File: src/pkg/spd_pkg.sv
package spd_pkg;
  // ==========================================
  // serial word layout
  localparam int SR_W = 20;
  localparam int REF_LATCH_W = 15;
  localparam int DIV_LATCH_W = 19;
  localparam int SWAL_W = 8;
  localparam int MAIN_W = 11;
  localparam int REF_CNT_W = 14;
  localparam int SR_CTRL_POS = 0;
  localparam int SR_REF_HI = 15;
  localparam int SR_LO = 1;
  localparam int REF_MSEL_POS = 14;
  localparam int DIV_MAIN_LO = 8;
  // ==========================================
  // divide ranges and prescaler pairs
  localparam logic [MAIN_W-1:0] MAIN_MIN = 11'h010;
  localparam logic [REF_CNT_W-1:0] REF_MIN = 14'h0008;
  localparam logic [8:0] PRE_SMALL = 9'h080;
  localparam logic [8:0] PRE_LARGE = 9'h100;
  // ==========================================
  // pin sampling
  localparam int PIN_N = 6;
  localparam int PIN_DATA = 0;
  localparam int PIN_SCLK = 1;
  localparam int PIN_STROBE = 2;
  localparam int PIN_POL = 3;
  localparam int PIN_PRE = 4;
  localparam int PIN_OSC = 5;
  localparam logic [PIN_N-1:0] PIN_RST = 6'h08;
  // ==========================================
  // register map and reset values
  localparam logic [31:0] REG_CTRL = 32'h0000_0000;
  localparam logic [31:0] REG_REF = 32'h0000_0004;
  localparam logic [31:0] REG_DIV = 32'h0000_0008;
  localparam logic [31:0] REG_STAT = 32'h0000_000c;
  localparam int CTRL_RUN_POS = 0;
  localparam logic CTRL_RUN_RST = 1'b1;
  localparam logic [REF_LATCH_W-1:0] REF_LATCH_RST = 15'h0008;
  localparam logic [DIV_LATCH_W-1:0] DIV_LATCH_RST = 19'h01000;
  localparam int STAT_LOCK = 0;
  localparam int STAT_UP = 1;
  localparam int STAT_DN = 2;
  localparam int STAT_POL = 3;
  localparam int STAT_STROBE = 4;
  localparam int STAT_BADSET = 5;
  localparam int STAT_HIMOD = 6;
  localparam logic [1:0] RESP_OKAY = 2'h0;
  localparam logic [1:0] RESP_SLVERR = 2'h2;
endpackage : spd_pkg

File: src/pkg/spd_div_if.sv
`timescale 1ns/1ps
interface spd_div_if;
  logic evt;
  logic run;
  logic msel;
  logic [7:0] swal;
  logic [10:0] main_n;
  logic fp;
  logic hi_mod;
  modport core(output evt, run, msel, swal, main_n, input fp, hi_mod);
  modport div(input evt, run, msel, swal, main_n, output fp, hi_mod);
endinterface : spd_div_if

File: src/rtl/spd_core.sv
`timescale 1ns/1ps
// Function
// - each shift clock rise shifts one data bit; 20-bit and 16-bit words
// - control bit high with strobe high loads the 15-bit reference latch
// - control bit low with strobe high loads the 19-bit divider latch
// - a high strobe is active and loads while it stays high
// - divider latch splits into 8-bit swallow and 11-bit main value
// - main counter divides 16 to 2047; host keeps within range
// - reference latch is 14-bit counter value plus modulus select bit
// - modulus select picks prescaler pair; swallow count picks modulus
// - lock output rests high, low while a phase difference exists
// - low polarity select inverts comparator and pump sense
// - monitor follows divided reference or divided vco by polarity
// - fast-lock switch floats, drives pump output while strobe high
// - two detector outputs follow polarity; one is open drain
// - modulus select high means 128/129, low means 256/257
module spd_core #(
  parameter int ADDR_W = 12
) (
  // clock, reset, enable
  input wire logic aclk,
  input wire logic aresetn,
  input wire logic ce,
  // axi4-lite slave
  input wire logic [ADDR_W-1:0] s_axi_awaddr,
  input wire logic s_axi_awvalid,
  output logic s_axi_awready,
  input wire logic [31:0] s_axi_wdata,
  input wire logic [3:0] s_axi_wstrb,
  input wire logic s_axi_wvalid,
  output logic s_axi_wready,
  output logic [1:0] s_axi_bresp,
  output logic s_axi_bvalid,
  input wire logic s_axi_bready,
  input wire logic [ADDR_W-1:0] s_axi_araddr,
  input wire logic s_axi_arvalid,
  output logic s_axi_arready,
  output logic [31:0] s_axi_rdata,
  output logic [1:0] s_axi_rresp,
  output logic s_axi_rvalid,
  input wire logic s_axi_rready,
  // serial load pins
  input wire logic serial_data_in,
  input wire logic serial_shift_clk,
  input wire logic latch_load_strobe,
  // control and clock pins
  input wire logic phase_polarity_select,
  input wire logic prescaler_input,
  input wire logic reference_osc_input,
  // synthesizer outputs
  output logic lock_indicator_out,
  output logic monitor_out,
  output logic charge_pump_out,
  output logic charge_pump_oe,
  output logic fast_lock_switch_out,
  output logic fast_lock_switch_oe,
  output logic phase_ref_out,
  output logic phase_vco_pull_out,
  output logic phase_vco_pull_oe,
  output logic prescaler_modulus_select,
  output logic prescaler_high_modulus
);
  if (ADDR_W < 4 || ADDR_W > 32) begin : g_chk
    $error("ADDR_W must lie between 4 and 32");
  end

  spd_div_if dif ();

  // ==========================================
  // pin synchronisers
  logic [spd_pkg::PIN_N-1:0] s1_reg, s2_reg, s3_reg, filt_reg;
  logic [spd_pkg::PIN_N-1:0] filt_next, agree, rise;

  always_comb begin
    // a level counts only once the last two stages agree
    agree = ~(s2_reg ^ s3_reg);
    filt_next = (agree & s2_reg) | (~agree & filt_reg);
    rise = filt_next & ~filt_reg;
  end

  always_ff @(posedge aclk) begin
    if (!aresetn) begin
      s1_reg <= spd_pkg::PIN_RST;
      s2_reg <= spd_pkg::PIN_RST;
      s3_reg <= spd_pkg::PIN_RST;
      filt_reg <= spd_pkg::PIN_RST;
    end else if (ce) begin
      s1_reg <= {reference_osc_input, prescaler_input, phase_polarity_select,
                 latch_load_strobe, serial_shift_clk, serial_data_in};
      s2_reg <= s1_reg;
      s3_reg <= s2_reg;
      filt_reg <= filt_next;
    end
  end

  logic strobe, pol;
  assign strobe = filt_reg[spd_pkg::PIN_STROBE];
  assign pol = filt_reg[spd_pkg::PIN_POL];

  // ==========================================
  // shift register and latches
  logic [spd_pkg::SR_W-1:0] shift_reg, shift_next;
  logic [spd_pkg::REF_LATCH_W-1:0] ref_latch_reg, ref_latch_next, sr_ref;
  logic [spd_pkg::DIV_LATCH_W-1:0] div_latch_reg, div_latch_next, sr_div;

  assign sr_ref = shift_reg[spd_pkg::SR_REF_HI:spd_pkg::SR_LO];
  assign sr_div = shift_reg[spd_pkg::SR_W-1:spd_pkg::SR_LO];

  always_comb begin
    shift_next = shift_reg;
    ref_latch_next = ref_latch_reg;
    div_latch_next = div_latch_reg;
    // one register serves both words; the short word uses its low 16 bits
    if (rise[spd_pkg::PIN_SCLK])
      shift_next = {shift_reg[spd_pkg::SR_W-2:0],
                    filt_next[spd_pkg::PIN_DATA]};
    if (strobe) begin
      if (shift_reg[spd_pkg::SR_CTRL_POS])
        ref_latch_next = sr_ref;
      else
        div_latch_next = sr_div;
    end
  end

  always_ff @(posedge aclk) begin
    if (!aresetn) begin
      shift_reg <= '0;
      ref_latch_reg <= spd_pkg::REF_LATCH_RST;
      div_latch_reg <= spd_pkg::DIV_LATCH_RST;
    end else if (ce) begin
      shift_reg <= shift_next;
      ref_latch_reg <= ref_latch_next;
      div_latch_reg <= div_latch_next;
    end
  end

  // ==========================================
  // reference divider and divider hookup
  logic ctrl_run_reg, ctrl_run_next;
  logic [spd_pkg::REF_CNT_W-1:0] rcnt_reg, rcnt_next, ref_r, r_reload;
  logic fr_reg, fr_next;
  logic [spd_pkg::SWAL_W-1:0] swal_val;
  logic [spd_pkg::MAIN_W-1:0] main_val;
  logic bad_setting;

  assign ref_r = ref_latch_reg[spd_pkg::REF_CNT_W-1:0];
  assign r_reload = (ref_r == '0) ? '0 : ref_r - 14'h0001;
  assign swal_val = div_latch_reg[spd_pkg::SWAL_W-1:0];
  assign main_val = div_latch_reg[spd_pkg::DIV_LATCH_W-1:
                                  spd_pkg::DIV_MAIN_LO];
  // prohibited settings are reported, not corrected
  assign bad_setting = ref_r < spd_pkg::REF_MIN ||
                       main_val < spd_pkg::MAIN_MIN ||
                       11'(swal_val) >= main_val;

  assign dif.evt = rise[spd_pkg::PIN_PRE];
  assign dif.run = ctrl_run_reg;
  assign dif.msel = ref_latch_reg[spd_pkg::REF_MSEL_POS];
  assign dif.swal = swal_val;
  assign dif.main_n = main_val;

  spd_divider u_div (
    .aclk(aclk),
    .aresetn(aresetn),
    .ce(ce),
    .dif(dif)
  );

  always_comb begin
    rcnt_next = rcnt_reg;
    fr_next = 1'b0;
    if (!ctrl_run_reg) begin
      rcnt_next = r_reload;
    end else if (rise[spd_pkg::PIN_OSC]) begin
      if (rcnt_reg == '0) begin
        fr_next = 1'b1;
        rcnt_next = r_reload;
      end else begin
        rcnt_next = rcnt_reg - 14'h0001;
      end
    end
  end

  always_ff @(posedge aclk) begin
    if (!aresetn) begin
      rcnt_reg <= '0;
      fr_reg <= 1'b0;
    end else if (ce) begin
      rcnt_reg <= rcnt_next;
      fr_reg <= fr_next;
    end
  end

  // ==========================================
  // phase detector and pins
  logic up_reg, up_next, dn_reg, dn_next, inc, dec;

  always_comb begin
    up_next = up_reg | fr_reg;
    dn_next = dn_reg | dif.fp;
    if (up_next && dn_next) begin
      up_next = 1'b0;
      dn_next = 1'b0;
    end
    inc = pol ? up_reg : dn_reg;
    dec = pol ? dn_reg : up_reg;
  end

  always_ff @(posedge aclk) begin
    if (!aresetn) begin
      up_reg <= 1'b0;
      dn_reg <= 1'b0;
      lock_indicator_out <= 1'b1;
      monitor_out <= 1'b0;
      charge_pump_out <= 1'b0;
      charge_pump_oe <= 1'b0;
      fast_lock_switch_out <= 1'b0;
      fast_lock_switch_oe <= 1'b0;
      phase_ref_out <= 1'b0;
      phase_vco_pull_out <= 1'b0;
      phase_vco_pull_oe <= 1'b0;
      prescaler_high_modulus <= 1'b0;
    end else if (ce) begin
      up_reg <= up_next;
      dn_reg <= dn_next;
      lock_indicator_out <= !(up_reg || dn_reg);
      monitor_out <= pol ? fr_reg : dif.fp;
      charge_pump_out <= inc;
      charge_pump_oe <= inc || dec;
      fast_lock_switch_out <= inc;
      fast_lock_switch_oe <= strobe && (inc || dec);
      phase_ref_out <= dec;
      phase_vco_pull_out <= 1'b0;
      phase_vco_pull_oe <= inc;
      prescaler_high_modulus <= dif.hi_mod;
    end
  end

  assign prescaler_modulus_select = ref_latch_reg[spd_pkg::REF_MSEL_POS];

  // ==========================================
  // axi4-lite slave
  logic aw_have_reg, aw_have_next, w_have_reg, w_have_next;
  logic [ADDR_W-1:0] awaddr_reg, awaddr_next;
  logic [31:0] wdata_reg, wdata_next, rdata_next;
  logic [3:0] wstrb_reg, wstrb_next;
  logic bvalid_next, rvalid_next, awready_next, wready_next, arready_next;
  logic [1:0] bresp_next, rresp_next;
  logic [31:0] status;

  assign status = {25'h0, dif.hi_mod, bad_setting, strobe, pol, dn_reg,
                   up_reg, lock_indicator_out};

  // index 4 marks an unmapped address
  function automatic logic [2:0] decode(input logic [ADDR_W-1:0] a);
    if (a == ADDR_W'(spd_pkg::REG_CTRL)) return 3'h0;
    if (a == ADDR_W'(spd_pkg::REG_REF)) return 3'h1;
    if (a == ADDR_W'(spd_pkg::REG_DIV)) return 3'h2;
    if (a == ADDR_W'(spd_pkg::REG_STAT)) return 3'h3;
    return 3'h4;
  endfunction : decode

  always_comb begin
    aw_have_next = aw_have_reg;
    w_have_next = w_have_reg;
    awaddr_next = awaddr_reg;
    wdata_next = wdata_reg;
    wstrb_next = wstrb_reg;
    bvalid_next = s_axi_bvalid;
    bresp_next = s_axi_bresp;
    rvalid_next = s_axi_rvalid;
    rresp_next = s_axi_rresp;
    rdata_next = s_axi_rdata;
    ctrl_run_next = ctrl_run_reg;
    if (s_axi_awvalid && s_axi_awready) begin
      aw_have_next = 1'b1;
      awaddr_next = s_axi_awaddr;
    end
    if (s_axi_wvalid && s_axi_wready) begin
      w_have_next = 1'b1;
      wdata_next = s_axi_wdata;
      wstrb_next = s_axi_wstrb;
    end
    if (s_axi_bvalid && s_axi_bready)
      bvalid_next = 1'b0;
    if (aw_have_next && w_have_next && !bvalid_next) begin
      aw_have_next = 1'b0;
      w_have_next = 1'b0;
      bvalid_next = 1'b1;
      bresp_next = (decode(awaddr_next) == 3'h4) ?
                   spd_pkg::RESP_SLVERR : spd_pkg::RESP_OKAY;
      if (decode(awaddr_next) == 3'h0 && wstrb_next[0])
        ctrl_run_next = wdata_next[spd_pkg::CTRL_RUN_POS];
    end
    if (s_axi_rvalid && s_axi_rready)
      rvalid_next = 1'b0;
    if (s_axi_arvalid && s_axi_arready) begin
      rvalid_next = 1'b1;
      rresp_next = spd_pkg::RESP_OKAY;
      unique case (decode(s_axi_araddr))
        3'h0: rdata_next = {31'h0, ctrl_run_reg};
        3'h1: rdata_next = {17'h0, ref_latch_reg};
        3'h2: rdata_next = {13'h0, div_latch_reg};
        3'h3: rdata_next = status;
        default: begin
          rdata_next = 32'h0;
          rresp_next = spd_pkg::RESP_SLVERR;
        end
      endcase
    end
    awready_next = !aw_have_next && !bvalid_next;
    wready_next = !w_have_next && !bvalid_next;
    arready_next = !rvalid_next;
  end

  always_ff @(posedge aclk) begin
    if (!aresetn) begin
      aw_have_reg <= 1'b0;
      w_have_reg <= 1'b0;
      awaddr_reg <= '0;
      wdata_reg <= 32'h0;
      wstrb_reg <= 4'h0;
      s_axi_awready <= 1'b0;
      s_axi_wready <= 1'b0;
      s_axi_arready <= 1'b0;
      s_axi_bvalid <= 1'b0;
      s_axi_bresp <= 2'h0;
      s_axi_rvalid <= 1'b0;
      s_axi_rresp <= 2'h0;
      s_axi_rdata <= 32'h0;
      ctrl_run_reg <= spd_pkg::CTRL_RUN_RST;
    end else if (ce) begin
      aw_have_reg <= aw_have_next;
      w_have_reg <= w_have_next;
      awaddr_reg <= awaddr_next;
      wdata_reg <= wdata_next;
      wstrb_reg <= wstrb_next;
      s_axi_awready <= awready_next;
      s_axi_wready <= wready_next;
      s_axi_arready <= arready_next;
      s_axi_bvalid <= bvalid_next;
      s_axi_bresp <= bresp_next;
      s_axi_rvalid <= rvalid_next;
      s_axi_rresp <= rresp_next;
      s_axi_rdata <= rdata_next;
      ctrl_run_reg <= ctrl_run_next;
    end
  end
endmodule : spd_core

File: src/rtl/spd_divider.sv
`timescale 1ns/1ps
module spd_divider (
  // clock, reset, enable
  input wire logic aclk,
  input wire logic aresetn,
  input wire logic ce,
  // to the core
  spd_div_if.div dif
);
  logic [8:0] pcnt_reg, pcnt_next;
  logic [7:0] swal_reg, swal_next;
  logic [10:0] main_reg, main_next;
  logic fp_reg, fp_next;
  logic hi_reg, hi_next;

  function automatic logic [8:0] reload(input logic use_small,
                                        input logic hi);
    logic [8:0] base;
    base = use_small ? spd_pkg::PRE_SMALL : spd_pkg::PRE_LARGE;
    return hi ? base : base - 9'h001;
  endfunction : reload

  // ==========================================
  // pulse swallow counting
  always_comb begin
    pcnt_next = pcnt_reg;
    swal_next = swal_reg;
    main_next = main_reg;
    hi_next = hi_reg;
    fp_next = 1'b0;
    if (!dif.run) begin
      swal_next = dif.swal;
      main_next = dif.main_n;
      hi_next = dif.swal != 8'h00;
      pcnt_next = reload(dif.msel, hi_next);
    end else if (dif.evt) begin
      if (pcnt_reg == 9'h000) begin
        // one prescaler period ends
        if (main_reg <= 11'h001) begin
          fp_next = 1'b1;
          main_next = dif.main_n;
          swal_next = dif.swal;
        end else begin
          main_next = main_reg - 11'h001;
          swal_next = (swal_reg != 8'h00) ? swal_reg - 8'h01 : 8'h00;
        end
        hi_next = swal_next != 8'h00;
        pcnt_next = reload(dif.msel, hi_next);
      end else begin
        pcnt_next = pcnt_reg - 9'h001;
      end
    end
  end

  always_ff @(posedge aclk) begin
    if (!aresetn) begin
      pcnt_reg <= 9'h000;
      swal_reg <= 8'h00;
      main_reg <= 11'h000;
      fp_reg <= 1'b0;
      hi_reg <= 1'b0;
    end else if (ce) begin
      pcnt_reg <= pcnt_next;
      swal_reg <= swal_next;
      main_reg <= main_next;
      fp_reg <= fp_next;
      hi_reg <= hi_next;
    end
  end

  assign dif.fp = fp_reg;
  assign dif.hi_mod = hi_reg;
endmodule : spd_divider

File: config.mk
export PLATFORM = sky130hd
export DESIGN_NAME = spd_core
export DESIGN_NICKNAME = d
export VERILOG_FILES = /design/src/pkg/spd_pkg.sv /design/src/pkg/spd_div_if.sv /design/src/rtl/spd_core.sv /design/src/rtl/spd_divider.sv
export SDC_FILE = /design/constraint.sdc
export NUM_CORES = 1
export LEC_CHECK = 0
export ABC_AREA = 0
export CAP_MARGIN = 20
export CORE_AREA = 2 2 141 143
export CTS_CLUSTER_SIZE = 30
export DETAILED_ROUTE_END_ITERATION = 6
export DIE_AREA = 0 0 143 145
export DONT_BUFFER_PORTS = 1
export SLEW_MARGIN = 20
export SYNTH_ARGS = -nofsm -noshare
export SYNTH_HDL_FRONTEND = slang
export SYNTH_SLANG_ARGS = --single-unit
File: constraint.sdc
create_clock -name aclk -period 2.8 [get_ports aclk]
set_input_delay 0.84 -clock aclk [delete_from_list [all_inputs] [get_ports aclk]]
set_output_delay 0.84 -clock aclk [all_outputs]
set_load 0.005 [all_outputs]
==> results.toml <==
[worst_setup_path]
reg2reg_slack_ps = 250
cp-end-kind = "register"
critPathLaunch = "u_div.main_reg[5]"
cp.required_ps = 3110
crit_end = "u_div.pcnt_reg[7]"
worstRegToRegCells = 10
critPathArrivalTime_ps = 2870
r2r-end = "u_div.pcnt_reg[7]"
r2r_start = "u_div.main_reg[5]"
crit_path_max_fanout = 6
path_class = "register to register"
start_kind = "register"

[synth]
syn_area_per_cell_um2 = 7.736
synthArstFlopShare_pct = 0
yosysWarnings = 0
synth_flop_cell = "dfxtp_1"
netlist_instances = 1096
yosysSeqAreaShare_pct = 41.32
synth_edf_count = 0
synthesis.area_um2 = 8478
ys_ff_latch = 175
synth_cell_types = 68

[floorplanning]
core_um2 = 19210
rows = 51
die_w_um = 143
die_h_um = 145
die_area_um2 = 20740
initial_utilization_pct = 44.14
pin_count = 126

[place]
place_hpwl_mm = 15.56
gp_congestion = 0.8737
place_inst = 1317
port_buffers = 0

[clock_tree]
cts_buffer_depth = 2
ctsHoldBuffers = 0
h-tree-depth = 4
cts_root_buf = "clkbuf_16"
cts_tree = "done"
numCtsBuffers = 17
postCtsSetupRepairBufs = 0
clk_pin_slew_ps = 70
ctsResizeCount = 0
cts.sinks = 175
clk_latency_ps = 430

[status]
status = "finished clean"

[drt]
via_per_inst = 5.576
first_pass_iters = 5
detail-route-antenna-nets = 0
drtIter0Drc = 577
num_vias = 7522
route.detailed.drc = 0
drt_wl_total_mm = 22.22
wl_per_cell_um = 16.47

[sta]
hold_ws_ps = 451.5
finalSetupViolCount = 0
skew_ps = 10.83
period_minus_slack_ps = 2554
fmax_mhz = 391.5
fin_setup_tns_ps = 0
slew_headroom_pct = 48.34
rsz0062_at_grt = "false"
max_slew.worst_pin.slew_ps = 772.6
drv_slew = 0
finalCritPeriodShare_pct = 91.23
hold_violations = 0

[cells_and_area]
fin_nets = 1161
largest_register_ffs = 20
drive_above_1_share_pct = 7.472
instances_no_fill = 1349
area_growth_pct = 10.02
diodes = 0

[run]
max_cap_violations = 0

[power_and_ir_drop]
power_per_cell_area_nw_per_um2 = 555.2
ir_drop_uv = 375.3
power_leakage_nw = 3.407

[global_route]
grt_max_degree = 52
grt_pass1_wl_mm = 35.87
grt_pass1_vias = 6848
antenna_found_initial = 0
grt_overflow_total = 0
grt_usage_pct = 21.48

[worst_hold_path]
hp-class = "register to register"
-- synth_stat cells (3+ instances only) --
cell / number / area share, %
nand2b_1: 10 / 0.74
a31oi_1: 8 / 0.59
o31ai_1: 4 / 0.35
nor4b_1: 4 / 0.41
dfxtp_1: 175 / 41
nand2_1: 202 / 8.9
buf_2: 6 / 0.35
nand3b_1: 4 / 0.35
nor2b_1: 4 / 0.30
buf_1: 3 / 0.13
buf_4: 18 / 1.6
or3_1: 6 / 0.44
nor4_1: 19 / 1.4
o21ai_0: 51 / 3.0
and3_1: 4 / 0.30
o211ai_1: 6 / 0.53
or4_1: 6 / 0.53
a21o_1: 7 / 0.62
mux2i_1: 27 / 3.2
clkinv_1: 3 / 0.13
clkbuf_1: 60 / 2.7
nand4b_1: 3 / 0.31
o32ai_1: 4 / 0.41
nor3_1: 43 / 2.5
nand3_1: 32 / 1.9
ha_1: 16 / 2.4
nor2_1: 95 / 4.2
inv_1: 25 / 1.1
a21oi_1: 146 / 8.6
a221oi_1: 10 / 1.0
or2_2: 3 / 0.22
o22ai_1: 8 / 0.59
a32oi_1: 3 / 0.31
xor2_1: 3 / 0.31
a22oi_1: 11 / 0.97
xnor2_1: 7 / 0.72
mux2_2: 7 / 0.93
nor3b_1: 6 / 0.53
a211oi_1: 11 / 0.97
-- per-stage QoR --
stage / utilization, % / cell area, µm² / total power, mW / setup WS [ps]
2_1_floorplan: - / 8534 / 2.753 / 404.5
6_report: 48.56 / 9328 / 5.178 / 245.6
4_1_cts: 48.56 / 9328 / 5.234 / 244.3
3_5_place_dp: 45.37 / 8715 / 2.761 / 262.2
3_3_place_gp: 45.37 / 8715 / 2.760 / 247.2
5_1_grt: 48.56 / 9328 / 5.351 / 111.3
-- cells by family (layout without fill, tap and decap cells) --
family,Yosys count,in the layout,synth area share (%)
compound gates,291,291,20.69
xor+xnor,10,10,1.033
fa+ha+maj,16,16,2.361
buf+inv,115,88,5.977
flops,175,175,41.32
mux,34,34,4.118
other cells,1,16,0.04423
simple gates,454,454,24.45
-- report_power, final --
part	switching [mW]	internal (mW)
Combinational	0.0984	0.0622
Sequential	0.0249	2.52
Clock	1.10	1.38
-- routing by layer --
metal,track usage [%],up-vias,share of wire (%)
li1,-,3794,-
met1,30.91,3543,48
met2,32.89,175,45
met3,4.686,10,5.3
met4,4.802,0,0.79
met5,0,-,0
-- critical path, stage by stage (launching register included) --
cell,delay (ps)
dfxtp_1,360
or4_4,570
or2_4,280
or3_4,430
nor2_1,100
a21oi_1,50
ha_1,270
o21ai_0,150
a21oi_1,60
a21oi_1,110
a21oi_1,70
-- layout make-up --
cell class	count	area, µm²
fill	1944	9879
multi-input combinational	821	4537
sequential	175	3503
clock buffer	19	442.9
tap	265	331.6
timing repair buffer	28	235.2
clock inverter	13	170.2
inverter	28	107.6
-- cell usage in the layout (no fill, tap or decap), types with 4 or more instances in the layout --
cell type	netlist	layout
nor2b_1	4	4
clkbuf_16	0	17
nand2_1	202	202
inv_8	0	4
nand3_1	32	32
nor4_1	19	19
inv_1	25	25
a31oi_1	8	8
nor4b_1	4	4
and3_1	4	4
a21o_1	7	7
conb_1	1	16
xnor2_1	7	7
nor3b_1	6	5
o21ai_0	51	51
nor2_1	95	95
mux2i_1	27	27
or4_1	6	6
buf_4	18	26
nand3b_1	4	4
a21oi_1	146	146
a211oi_1	11	11
nor3_1	43	43
o22ai_1	8	8
a22oi_1	11	11
a221oi_1	10	10
or3_1	6	6
ha_1	16	16
dfxtp_1	175	175
nand2b_1	10	10
o31ai_1	4	4
o211ai_1	6	6
mux2_2	7	7
o32ai_1	4	4
-- worst min-delay path by stage --
stage,from,to,cells past startpoint
CTS,w_have_reg,w_have_reg,2
floorplan,w_have_reg,w_have_reg,2
global placement,w_have_reg,w_have_reg,2
finish,w_have_reg,w_have_reg,2
detailed placement,w_have_reg,w_have_reg,2
global route,aresetn,s1_reg[3],1
Power figures use the tool's default switching activity.
